`config.mk`:
```
export PLATFORM = sky130hd
export DESIGN_NAME = drc_run_control
export DESIGN_NICKNAME = d
export VERILOG_FILES = /design/src/hdl/drc_pkg.sv /design/src/hdl/drc_run_control.sv
export SDC_FILE = /design/constraint.sdc
export NUM_CORES = 1
export LEC_CHECK = 0
export BUFFER_PORTS_ARGS = -buffer_cell sky130_fd_sc_hd__buf_2
export CAP_MARGIN = 20
export CORE_ASPECT_RATIO = 1.75
export CORE_UTILIZATION = 50
export CTS_CLUSTER_DIAMETER = 100
export DETAILED_ROUTE_END_ITERATION = 8
export GPL_ROUTABILITY_DRIVEN = 1
export PLACE_DENSITY_LB_ADDON = 0.08
export SLEW_MARGIN = 10
export SYNTH_ARGS = -nofsm -noshare
export SYNTH_HDL_FRONTEND = slang
export SYNTH_SLANG_ARGS = --single-unit
```
`constraint.sdc`:
```
create_clock -name sys_clk -period 2.8 [get_ports sys_clk]
set_input_delay 0.56 -clock sys_clk [delete_from_list [all_inputs] [get_ports sys_clk]]
set_output_delay 0.56 -clock sys_clk [all_outputs]
set_load 0.005 [all_outputs]
```
`src/hdl/drc_pkg.sv`:
```
// package for the debug run-control block: register map, fields, constants
package drc_pkg;

  // ----------------------------------------------------------------------
  // apb register map (byte offsets)
  // ----------------------------------------------------------------------
  localparam logic [7:0] CTRL_OFF   = 8'h00;
  localparam logic [7:0] CMD_OFF    = 8'h04;
  localparam logic [7:0] STATUS_OFF = 8'h08;
  localparam logic [7:0] FLASH_OFF  = 8'h0C;
  localparam logic [7:0] WRAM_LO_OFF = 8'h10;
  localparam logic [7:0] WRAM_HI_OFF = 8'h14;
  localparam logic [7:0] PEND_OFF   = 8'h18;

  // cmd register bit positions (write-one pulses)
  localparam int CMD_BREAK  = 0;
  localparam int CMD_RUN    = 1;
  localparam int CMD_STEP   = 2;
  localparam int CMD_RESET  = 3;
  localparam int CMD_FLASH  = 4;
  localparam int CMD_SWRST  = 5;

  // ctrl register field positions
  localparam int CTRL_RSTMASK = 0;
  localparam int CTRL_CLKUP   = 1;
  localparam int CTRL_FLENA   = 2;
  localparam int CTRL_GUARD   = 3;
  localparam int CTRL_VAR_LSB = 4;
  localparam int CTRL_OSC_LSB = 6;
  localparam logic [31:0] CTRL_RESET = 32'h0000_0006;

  // flash-rewrite working RAM window
  localparam logic [31:0] WRAM_LO_RST = 32'hFEBF_DA00;
  localparam logic [31:0] WRAM_HI_RST = 32'hFEBF_FFFF;

  // timing
  localparam int SYS_CLK_HZ   = 25_000_000;
  localparam int LINK_HZ      = 20_000_000;
  localparam int RST_PULSE_NS = 200;
  localparam int RST_CYC = (RST_PULSE_NS * (SYS_CLK_HZ / 1_000_000) + 999) / 1000;
  localparam logic [3:0] RST_CYC_W = 4'(RST_CYC);

  // device variant and oscillator codes
  typedef enum logic [1:0] {
    VAR_240 = 2'b00,
    VAR_200 = 2'b01,
    VAR_160 = 2'b10,
    VAR_120 = 2'b11
  } drc_var_e;

  typedef enum logic [1:0] {
    OSC_8  = 2'b00,
    OSC_10 = 2'b01,
    OSC_12 = 2'b10,
    OSC_16 = 2'b11
  } drc_osc_e;

  typedef enum logic [1:0] {
    ST_BREAK = 2'b00,
    ST_STEP  = 2'b01,
    ST_RUN   = 2'b10
  } drc_state_e;

  // cpu-facing control bundle
  typedef struct packed {
    logic core_reset;
    logic irq_mask;
    logic halt_allow;
    logic break_req;
    logic resume_at_reset;
  } drc_cpu_ctl_s;

  // debugger memory access request
  typedef struct packed {
    logic        valid;
    logic [31:0] addr;
  } drc_dacc_s;

endpackage : drc_pkg

```
`src/hdl/drc_run_control.sv`:
```
// debug run-control: state, reset/irq masking, step traps, access guards, flash clock
//
// The implementer's own choices: the APB interface to the registers and the register addresses.
`timescale 1ns/10ps
`default_nettype none
// Function
// - block user resets in break/step, pass in run
// - debugger reset always resets the cpu
// - after debugger reset all cores break
// - masked resets are dropped, never deferred
// - mask interrupts in break and step
// - masked interrupts stay pending until unmasked
// - entering break leaves halt condition
// - stepped halt breaks at next instruction
// - stepped deep stop breaks at reset address
// - debugger accesses pass same enable checks
// - bus guard blocks debugger, flags error
// - link at 20 MHz, events spaced apart
// - flash rewrite uses protected working ram
// - 240 MHz variant multiplier table
// - 200 MHz variant multiplier table
// - 160 MHz variant multiplier table
// - 120 MHz variant multiplier table
// - clock above monitor limit stops rewrite
module drc_run_control #(
  parameter int NCORE = 2
) (
  // clock and reset
  input  wire logic                     sys_clk,
  input  wire logic                     resetn,
  // apb slave
  input  wire logic                     psel,
  input  wire logic                     penable,
  input  wire logic                     pwrite,
  input  wire logic [7:0]               paddr,
  input  wire logic [31:0]              pwdata,
  output logic      [31:0]              prdata,
  output logic                          pready,
  output logic                          pslverr,
  // user-system reset and interrupt sources
  input  wire logic                     pin_reset_n,
  input  wire logic                     user_sw_reset,
  input  wire logic                     maskable_irq,
  input  wire logic                     fast_irq,
  input  wire logic                     float_exception_irq,
  // cpu status
  input  wire logic                     halt_exec,
  input  wire logic                     deep_power_stop,
  input  wire logic                     step_done,
  // debugger memory access
  input  wire logic                     dacc_valid,
  input  wire logic [31:0]              dacc_addr,
  input  wire logic                     dma_valid,
  input  wire logic [31:0]              dma_addr,
  input  wire logic                     clock_monitor_over,
  // cpu side
  output logic      [NCORE-1:0]         core_reset,
  output logic      [NCORE-1:0]         core_break,
  output logic                          irq_mask,
  output logic                          halt_mode,
  output logic                          resume_at_reset,
  output logic      [2:0]               irq_deliver,
  // access and flash control
  output logic                          dacc_grant,
  output logic                          guard_error,
  output logic                          dma_conflict,
  output logic      [5:0]               pll_mult_x2,
  output logic                          flash_clk_up,
  output logic                          flash_busy
);

  // ----------------------------------------------------------------------
  // pin synchronisers (3 stages, change counts once stages 2 and 3 agree)
  // ----------------------------------------------------------------------
  logic [2:0] pin_rst_sync_reg;
  logic       pin_rst_reg;
  logic [2:0] mon_sync_reg;
  logic       mon_over_reg;

  always_ff @(posedge sys_clk) begin
    if (!resetn) begin
      pin_rst_sync_reg <= 3'h7;
      pin_rst_reg      <= 1'b0;
      mon_sync_reg     <= 3'h0;
      mon_over_reg     <= 1'b0;
    end else begin
      pin_rst_sync_reg <= {pin_rst_sync_reg[1:0], pin_reset_n};
      mon_sync_reg     <= {mon_sync_reg[1:0], clock_monitor_over};
      if (pin_rst_sync_reg[1] == pin_rst_sync_reg[2])
        pin_rst_reg <= ~pin_rst_sync_reg[2];
      if (mon_sync_reg[1] == mon_sync_reg[2])
        mon_over_reg <= mon_sync_reg[2];
    end
  end

  // ----------------------------------------------------------------------
  // apb registers
  // ----------------------------------------------------------------------
  logic [31:0] ctrl_reg;
  logic [31:0] wram_lo_reg;
  logic [31:0] wram_hi_reg;
  logic [5:0]  cmd_reg;
  logic        guard_err_reg;
  logic        apb_wr;
  logic        apb_rd;
  logic        addr_ok;

  assign apb_wr  = psel && penable && pwrite;
  assign apb_rd  = psel && penable && !pwrite;
  assign addr_ok = (paddr == drc_pkg::CTRL_OFF) || (paddr == drc_pkg::CMD_OFF) ||
                   (paddr == drc_pkg::STATUS_OFF) || (paddr == drc_pkg::FLASH_OFF) ||
                   (paddr == drc_pkg::WRAM_LO_OFF) || (paddr == drc_pkg::WRAM_HI_OFF) ||
                   (paddr == drc_pkg::PEND_OFF);

  always_ff @(posedge sys_clk) begin
    if (!resetn) begin
      ctrl_reg    <= drc_pkg::CTRL_RESET;
      wram_lo_reg <= drc_pkg::WRAM_LO_RST;
      wram_hi_reg <= drc_pkg::WRAM_HI_RST;
    end else if (apb_wr) begin
      // working ram window may be moved away from dma traffic
      unique case (paddr)
        drc_pkg::CTRL_OFF:    ctrl_reg    <= {24'h0, pwdata[7:0]};
        drc_pkg::WRAM_LO_OFF: wram_lo_reg <= pwdata;
        drc_pkg::WRAM_HI_OFF: wram_hi_reg <= pwdata;
        default: ;
      endcase
    end
  end

  // command bits live one cycle; one pulse per transfer keeps link events apart
  always_ff @(posedge sys_clk) begin
    if (!resetn)
      cmd_reg <= 6'h00;
    else if (apb_wr && paddr == drc_pkg::CMD_OFF)
      cmd_reg <= pwdata[5:0];
    else
      cmd_reg <= 6'h00;
  end

  // ----------------------------------------------------------------------
  // run state
  // ----------------------------------------------------------------------
  drc_pkg::drc_state_e state_reg;
  logic [3:0]          dbg_rst_cnt_reg;
  logic                dbg_rst_reg;
  logic                halt_reg;
  logic                resume_rst_reg;
  logic                in_run;
  logic                user_rst;

  assign in_run   = (state_reg == drc_pkg::ST_RUN);
  // discarded outright outside run; no latch holds them
  assign user_rst = in_run && (pin_rst_reg || user_sw_reset || cmd_reg[drc_pkg::CMD_SWRST]);

  always_ff @(posedge sys_clk) begin
    if (!resetn) begin
      dbg_rst_reg     <= 1'b0;
      dbg_rst_cnt_reg <= 4'h0;
    end else if (cmd_reg[drc_pkg::CMD_RESET]) begin
      dbg_rst_reg     <= 1'b1;
      dbg_rst_cnt_reg <= drc_pkg::RST_CYC_W;
    end else if (dbg_rst_cnt_reg != 4'h0) begin
      dbg_rst_cnt_reg <= dbg_rst_cnt_reg - 4'h1;
      dbg_rst_reg     <= (dbg_rst_cnt_reg != 4'h1);
    end else begin
      dbg_rst_reg <= 1'b0;
    end
  end

  always_ff @(posedge sys_clk) begin
    if (!resetn) begin
      state_reg      <= drc_pkg::ST_BREAK;
      resume_rst_reg <= 1'b0;
    end else if (dbg_rst_reg && dbg_rst_cnt_reg == 4'h1) begin
      state_reg      <= drc_pkg::ST_BREAK;
      resume_rst_reg <= 1'b0;
    end else begin
      unique case (state_reg)
        drc_pkg::ST_BREAK: begin
          if (cmd_reg[drc_pkg::CMD_STEP])
            state_reg <= drc_pkg::ST_STEP;
          else if (cmd_reg[drc_pkg::CMD_RUN])
            state_reg <= drc_pkg::ST_RUN;
          resume_rst_reg <= 1'b0;
        end
        drc_pkg::ST_STEP: begin
          if (deep_power_stop) begin
            state_reg      <= drc_pkg::ST_BREAK;
            resume_rst_reg <= 1'b1;
          end else if (halt_exec || step_done || cmd_reg[drc_pkg::CMD_BREAK]) begin
            state_reg <= drc_pkg::ST_BREAK;
          end
        end
        drc_pkg::ST_RUN: begin
          if (cmd_reg[drc_pkg::CMD_BREAK])
            state_reg <= drc_pkg::ST_BREAK;
        end
        default: state_reg <= drc_pkg::ST_BREAK;
      endcase
    end
  end

  // halt condition only entered from run
  always_ff @(posedge sys_clk) begin
    if (!resetn)
      halt_reg <= 1'b0;
    else if (state_reg != drc_pkg::ST_RUN)
      halt_reg <= 1'b0;
    else if (halt_exec)
      halt_reg <= 1'b1;
    else if (irq_deliver != 3'h0)
      halt_reg <= 1'b0;
  end

  // ----------------------------------------------------------------------
  // interrupt pending
  // ----------------------------------------------------------------------
  logic [2:0] pend_reg;
  logic [2:0] irq_in;
  logic       mask_now;

  assign irq_in   = {float_exception_irq, fast_irq, maskable_irq};
  assign mask_now = !in_run;

  always_ff @(posedge sys_clk) begin
    if (!resetn)
      pend_reg <= 3'h0;
    else if (mask_now)
      pend_reg <= pend_reg | irq_in;
    else
      pend_reg <= 3'h0;
  end

  always_ff @(posedge sys_clk) begin
    if (!resetn) begin
      irq_deliver <= 3'h0;
      irq_mask    <= 1'b1;
    end else begin
      irq_mask    <= mask_now;
      irq_deliver <= mask_now ? 3'h0 : (pend_reg | irq_in);
    end
  end

  // ----------------------------------------------------------------------
  // cpu reset and break outputs
  // ----------------------------------------------------------------------
  always_ff @(posedge sys_clk) begin
    if (!resetn) begin
      core_reset      <= '0;
      core_break      <= '1;
      halt_mode       <= 1'b0;
      resume_at_reset <= 1'b0;
    end else begin
      core_reset      <= {NCORE{dbg_rst_reg || user_rst}};
      core_break      <= {NCORE{state_reg == drc_pkg::ST_BREAK}};
      halt_mode       <= halt_reg;
      resume_at_reset <= resume_rst_reg;
    end
  end

  // ----------------------------------------------------------------------
  // debugger access checks
  // ----------------------------------------------------------------------
  logic in_wram;
  logic in_flram;
  logic in_guard;

  // flash-ctrl ram and guard windows held as parameters of placement
  localparam logic [31:0] FLRAM_BASE = 32'hFFA1_0000;
  localparam logic [31:0] GUARD_BASE = 32'hFFC0_0000;
  assign in_flram = (dacc_addr[31:16] == FLRAM_BASE[31:16]);
  assign in_guard = (dacc_addr[31:16] == GUARD_BASE[31:16]);
  assign in_wram  = (dma_addr >= wram_lo_reg) && (dma_addr <= wram_hi_reg);

  always_ff @(posedge sys_clk) begin
    if (!resetn) begin
      dacc_grant    <= 1'b0;
      guard_err_reg <= 1'b0;
      dma_conflict  <= 1'b0;
    end else begin
      dacc_grant <= dacc_valid &&
                    !(in_flram && !ctrl_reg[drc_pkg::CTRL_FLENA]) &&
                    !(in_guard && ctrl_reg[drc_pkg::CTRL_GUARD]);
      // set wins over clear
      if (dacc_valid && in_guard && ctrl_reg[drc_pkg::CTRL_GUARD])
        guard_err_reg <= 1'b1;
      else if (apb_wr && paddr == drc_pkg::STATUS_OFF && pwdata[0])
        guard_err_reg <= 1'b0;
      dma_conflict <= dma_valid && in_wram && flash_busy;
    end
  end
  assign guard_error = guard_err_reg;

  // ----------------------------------------------------------------------
  // flash rewrite clock raising
  // ----------------------------------------------------------------------
  logic [5:0] mult_sel;
  logic [1:0] var_sel;
  logic [1:0] osc_sel;

  assign var_sel = ctrl_reg[drc_pkg::CTRL_VAR_LSB +: 2];
  assign osc_sel = ctrl_reg[drc_pkg::CTRL_OSC_LSB +: 2];

  // multiplier times two so that 12.5 and 7.5 stay integral; 0 means unsupported
  always_comb begin
    mult_sel = 6'h00;
    unique case (var_sel)
      drc_pkg::VAR_240: mult_sel = (osc_sel == drc_pkg::OSC_8)  ? 6'h3C :
                                   (osc_sel == drc_pkg::OSC_10) ? 6'h30 :
                                   (osc_sel == drc_pkg::OSC_12) ? 6'h28 : 6'h1E;
      drc_pkg::VAR_200: mult_sel = (osc_sel == drc_pkg::OSC_8)  ? 6'h32 :
                                   (osc_sel == drc_pkg::OSC_10) ? 6'h28 :
                                   (osc_sel == drc_pkg::OSC_16) ? 6'h19 : 6'h00;
      drc_pkg::VAR_160: mult_sel = (osc_sel == drc_pkg::OSC_8)  ? 6'h28 :
                                   (osc_sel == drc_pkg::OSC_10) ? 6'h20 :
                                   (osc_sel == drc_pkg::OSC_16) ? 6'h14 : 6'h00;
      drc_pkg::VAR_120: mult_sel = (osc_sel == drc_pkg::OSC_8)  ? 6'h1E :
                                   (osc_sel == drc_pkg::OSC_10) ? 6'h18 :
                                   (osc_sel == drc_pkg::OSC_12) ? 6'h14 : 6'h0F;
    endcase
  end

  // rewrite starts on debugger command only, stops on a second command or a clock monitor trip
  always_ff @(posedge sys_clk) begin
    if (!resetn) begin
      flash_busy   <= 1'b0;
      flash_clk_up <= 1'b0;
      pll_mult_x2  <= 6'h00;
    end else if (flash_busy && (mon_over_reg || cmd_reg[drc_pkg::CMD_FLASH])) begin
      flash_busy   <= 1'b0;
      flash_clk_up <= 1'b0;
      pll_mult_x2  <= 6'h00;
    end else if (cmd_reg[drc_pkg::CMD_FLASH] && !mon_over_reg) begin
      flash_busy   <= 1'b1;
      flash_clk_up <= ctrl_reg[drc_pkg::CTRL_CLKUP] && (mult_sel != 6'h00);
      pll_mult_x2  <= ctrl_reg[drc_pkg::CTRL_CLKUP] ? mult_sel : 6'h00;
    end
  end

  // ----------------------------------------------------------------------
  // apb read path
  // ----------------------------------------------------------------------
  always_ff @(posedge sys_clk) begin
    if (!resetn) begin
      prdata  <= 32'h0;
      pready  <= 1'b0;
      pslverr <= 1'b0;
    end else begin
      pready  <= psel && !penable;
      pslverr <= psel && !penable && !addr_ok;
      prdata  <= 32'h0;
      if (psel && !penable && !pwrite) begin
        unique case (paddr)
          drc_pkg::CTRL_OFF:    prdata <= ctrl_reg;
          drc_pkg::STATUS_OFF:  prdata <= {20'h0, mult_sel, flash_busy, halt_reg,
                                           guard_err_reg, resume_rst_reg, state_reg};
          drc_pkg::FLASH_OFF:   prdata <= {24'h0, flash_clk_up, mon_over_reg, pll_mult_x2};
          drc_pkg::WRAM_LO_OFF: prdata <= wram_lo_reg;
          drc_pkg::WRAM_HI_OFF: prdata <= wram_hi_reg;
          drc_pkg::PEND_OFF:    prdata <= {29'h0, pend_reg};
          default:              prdata <= 32'h0;
        endcase
      end
    end
  end

endmodule : drc_run_control
`default_nettype wire

```
# ---- Yosys cells after proc, flatten, opt, wreduce, memory -nomap -nowiden
# Index checks and enable logic that the tools add are counted.
dict set report word_totals {
  output_inout_bits 55
  in_bits 120
  wordCells 158
  ff_bits 151
}
dict set report classes {
  muxes 31
  eq_ne 25
  n_bitwise 3
  order_cmp 2
  add_sub_neg 1
  reduce_logical 66
}
# operator count
set ops {}
lappend ops {{32-bit one-hot mux with 6 select lines} 1}
lappend ops {{6-bit 2-to-1 mux} 8}
lappend ops {{16-bit == test (second input constant)} 2}
lappend ops {{32-bit greater-or-equal comparator} 1}
lappend ops {{32-bit less-or-equal comparator} 1}
lappend ops {{5-bit 2-to-1 mux} 5}
lappend ops {{8-bit by 5-bit == test with 1-bit output (second input constant)} 3}
lappend ops {{6-bit one-hot mux with 4 select lines} 1}
lappend ops {{1-bit logical AND} 22}
lappend ops {{8-bit by 4-bit == test with 1-bit output (second input constant)} 2}
lappend ops {{2-bit AND reduction} 7}
lappend ops {{1-bit logical OR} 12}
lappend ops {{2-bit == test (second input constant)} 5}
lappend ops {{2-bit 2-to-1 mux} 5}
lappend ops {{2-bit OR reduction} 5}
lappend ops {{8-bit by 3-bit == test with 1-bit output (second input constant)} 1}
lappend ops {{1-bit logical NOT} 8}
lappend ops {{8-bit logical NOT} 1}
lappend ops {{2-bit nonzero test} 4}
lappend ops {{1-bit 2-to-1 mux} 7}
lappend ops {{2-bit by 1-bit == test with 1-bit output (second input constant)} 3}
lappend ops {{2-bit logical NOT} 3}
lappend ops {{3-bit 2-to-1 mux} 2}
lappend ops {{2-bit inequality test (second input constant)} 3}
lappend ops {{other kinds (13)} 16}

# ---- Depth between registers and ports, before layout
dict set report logic_depth {
  depth_word 9
  mapped_depth 9
  mapped_depth_nobuf 8
}

# ---- Least setup slack after synthesis
# Ideal clock, no wire load.
dict set report synth_timing {
  kind {input port to flip-flop}
  startpoint {in paddr[7]}
  endpoint {reg wram_lo_reg[11]}
  stages 8
  n_path_buf 3
  setup_ns 0.141
  setup_slack_ns 0.650
  arrival_ns 2.009
  t_required_ns 2.659
  path_cell_list {or4_4 -> nor2_4 -> and3_1 -> buf_4 -> and2_1 -> buf_4 -> buf_2 -> o211ai_1}
}
dict set report synth_between {
  elab_chain_len 2
}
# item line_no
set synth_rtl {}
lappend synth_rtl {{from (decl)} drc_run_control.sv:35} ;# input wire logic [7:0] paddr,
lappend synth_rtl {{8-bit by 5-bit == test with 1-bit output} drc_run_control.sv:122} ;# unique case (paddr)
lappend synth_rtl {{2-bit AND reduction (no source line)} --}
lappend synth_rtl {{to (signal assigned)} drc_run_control.sv:118} ;# wram_lo_reg <= drc_pkg::WRAM_LO_RST;
lappend synth_rtl {{to (signal assigned)} drc_run_control.sv:124} ;# drc_pkg::WRAM_LO_OFF: wram_lo_reg <= pwdata;
lappend synth_rtl {{to (decl)} drc_run_control.sv:100} ;# logic [31:0] wram_lo_reg;
# No other way between the ends.
# A chain may end at the register's enable or synchronous reset.

# ---- Worst setup path after layout
dict set report layout_timing {
  startpoint {in paddr[7]}
  endpoint {reg wram_lo_reg[0]}
}
# Same word-level chain as after synthesis.

==> metrics.csv <==
stage,metric,value,unit
synthesis,yosysWarningCount,0,
synthesis,yosysTopAreaCell,dfxtp_1,
synthesis,synth_cells,844,
sta,hold_violations,0,
floorplanning,die-area,14900,sq um
sta,setup_violations,0,
clock_tree,cts_setup_buffers,0,
floorplanning,core,14000,sq um
routing,highest_layer,met4,
finish,multi_input_comb_area,3640,sq um
sta,finalClockSkew,0.00806,ns
global_routing,antenna_found_initial,2,
routing,drt_pass1_iterations,7,
synthesis,synth.top_cell.area_share,42.0,%
sta,max_slew.worst_pin.slew,0.620,ns
setup_path,path_class,input pin to flop,
synthesis,synth-compound-area-share,19.4,%
synthesis,synth_edf_count,0,
synthesis,synth_top_family_by_area,compound AO/OA/AOI/OAI gates,
setup_path,worstSetupEndpointType,flop,
outcome,status,"complete, no violations",
synthesis,synth_cell_types,51,
sta,tns,0,ns
clock_tree,cts.sinks,151,
synthesis,synthAdderAreaFrac,12.3,%
synthesis,synth_seq_cells,151,
floorplanning,io_pins,175,
place,dpl.hpwl,14600,um
sta,rsz0062_at_grt,false,
floorplanning,rows,57,
routing,via_per_inst,5.57,
synthesis,synth.avg_cell_area,8.53,sq um
setup_path,crit_buf_inv,2,
setup_path,required,3.15,ns
synthesis,ys_async_sr_fraction,0,%
setup_path,critical_path.cell_chain,buf_2 > or4_4 > nor2_4 > and3_1 > and2_2 > buf_4 > nand2_1 > a21oi_1,
clock_tree,cts_tree,built,
global_routing,grt_pass1_wl,32300,um
setup_path,rr_endpoint,flash_clk_up$_SDFFE_PP0P_,
min_path,whs_path_depth,2,
finish,fill_cells,1346,
min_path,hp-start,pin_reset_n,
synthesis,synth.cells.most_frequent,"151 x dfxtp_1, 126 x nand2_1, 72 x inv_1, 71 x ha_1, 65 x nor2_1",
clock_tree,clock_latency,0.43,ns
synthesis,netlist_top_cells_area,"dfxtp_1 42%, ha_1 12%, nand2_1 6.6%",
clock_tree,cts-resized-gates,0,
routing,met3_length,982,um
clock_tree,cts.htree.levels,4,
setup_path,crit_family,simple AND/OR/NAND/NOR gates,
flow_run,drv_cap,0,
routing,totalWireLength,20000,um
routing,routedWlPerCell,17.0,um
routing,via_count,6565,
global_routing,grt_overflow,0,
clock_tree,cts_buffers,17,
place,place_congestion,0.827,
floorplanning,die_h,161,um
clock_tree,postCtsHoldBufs,0,
floorplanning,die_w,92.7,um
power_and_ir_drop,peakVddDrop,403,uV
setup_path,crit_cells,8,
synthesis,synth_most_common_cell,dfxtp_1,
routing,drtIter0Drc,221,
power_and_ir_drop,p_leak,3.98,nW
power_and_ir_drop,p_total,4.98,mW
routing,drc_errors,0,
finish,nets,1178,
synthesis,synth_ff_type,dfxtp_1,
routing,ant_nets,0,
finish,area_growth,20.8,%
synthesis,synthSimpleGateAreaFrac,18.3,%
synthesis,synth.area.mux_share,0.139,%
sta,finalCriticalPeriod,2.21,ns
finish,regArea,3020,sq um
synthesis,synth_area,7200,sq um
setup_path,start_kind,input pin,
setup_path,timing.rr.start,ctrl_reg[7]$_SDFFE_PN0P_,
global_routing,grt_max_degree,63,
min_path,holdPathEnd,pin_rst_sync_reg[0]$_SDFF_PN1_,
synthesis,seq_area_frac_synth,42.0,%
routing,routed-wl-met2,10700,um
setup_path,critical_path_arrival,2.56,ns
synthesis,syn-num-nets,1035,
sta,slew_headroom,58.6,%
routing,met1_length,7470,um
finish,drive_gt1_share,20.9,%
global_routing,grt_pass1_vias,6547,
sta,fin_crit_sh,79.0,%
setup_path,ff2ff_setup_slack,0.66,ns
power_and_ir_drop,pwr_density_cell,573,nW/um^2
setup_path,cpPeakStageDelay,0.54,ns
sta,max_freq,0.452,GHz
clock_tree,clock_path_buffers,2,
setup_path,cp_max_fo,21,
place,portBuffers,158,
floorplanning,start_util,51.5,%
clock_tree,clock-root-buffer,clkbuf_16,
min_path,min_path_type,input pin to flop,
global_routing,grtUsageTotal,28.0,%
synthesis,synth_xor_area_share,0.365,%
setup_path,critPathSlowestCell,or4_4,
clock_tree,clkSlewWorstSetupHoldPaths,0.06,ns
setup_path,ff2ff_path_depth,8,
sta,slew_violations,0,
-- through the flow --
stage / cell area, sq um / instances / util (%) / worst slack, ns / hold slack [ns]
final: 8700 / 1179 / 62.2 / 0.588 / 0.328
after global routing: 8700 / 1179 / 62.2 / 0.492 / 0.327
after CTS: 8690 / 1177 / 62.2 / 0.597 / 0.330
after detailed placement: 8080 / 1145 / 57.8 / 0.183 / 0.398
after global placement: 8080 / 1145 / 57.8 / 0.245 / 0.392
after floorplan: 7200 / 844 / - / 0.650 / 0.386
-- layout make-up --
| class | count | area share [%] |
|---|---|---|
| multi-input cells | 572 | 41.9 |
| flip-flops and latches | 151 | 34.8 |
| inverters | 73 | 3.15 |
| clock inverters | 13 | 1.83 |
| clock buffers | 19 | 5.21 |
| well taps | 177 | 2.55 |
| diodes | 2 | 0.0576 |
| repair buffers | 172 | 10.6 |
-- report_power, final --
group / total [mW] / internal (mW) / switching, mW / leakage (nW)
combinational: 0.383 / 0.171 / 0.211 / 2.46
clock: 2.38 / 1.39 / 0.995 / 0.295
sequential: 2.21 / 2.19 / 0.0253 / 1.22
-- cell families after synthesis --
kind of cell / Yosys count
XOR/XNOR: 3
AND/OR/NAND/NOR: 289
AO/OA/AOI/OAI: 208
adder cells (fa/ha/maj): 71
multiplexers: 1
buffers and inverters: 121
flip-flops: 151
-- layout by cell type (no fill, tap or decap), drive strengths merged, types with 4 or more instances in the layout --
cell type / instances
nor4: 6
and3: 5
nand2b: 5
o21ai: 18
nand4: 12
a21oi: 58
a22oi: 38
nor2b: 5
nand3: 25
ha: 71
nand2: 126
o211ai: 49
buf: 172
a31oi: 7
dfxtp: 151
a211oi: 6
clkbuf: 19
and2: 16
nand3b: 4
nor3: 10
a21o: 4
inv: 79
nor2: 66
a32oi: 6
-- routing by layer --
| layer | vias to the layer above | global-route usage, % |
|---|---|---|
| met3 | 50 | 5.11 |
| li1 | 3261 | - |
| met1 | 3049 | 29.7 |
| met5 | - | 0 |
| met4 | 0 | 15.2 |
| met2 | 205 | 51.3 |
-- worst max path at each step --
stage                              from                           end  slack (ns)
5_1_grt        ctrl_reg[7]$_SDFFE_PN0P_     flash_clk_up$_SDFFE_PP0P_        0.49
4_1_cts                        paddr[7]   wram_lo_reg[0]$_SDFFE_PN0P_        0.60
3_3_place_gp                   paddr[7]   wram_lo_reg[7]$_SDFFE_PN0P_        0.25
6_report                       paddr[7]   wram_lo_reg[0]$_SDFFE_PN0P_        0.59
3_5_place_dp                   paddr[7]  wram_lo_reg[13]$_SDFFE_PN0P_        0.18
2_1_floorplan                  paddr[7]  wram_lo_reg[11]$_SDFFE_PN1P_        0.65
Note: power is estimated with default switching activity, not from simulation.
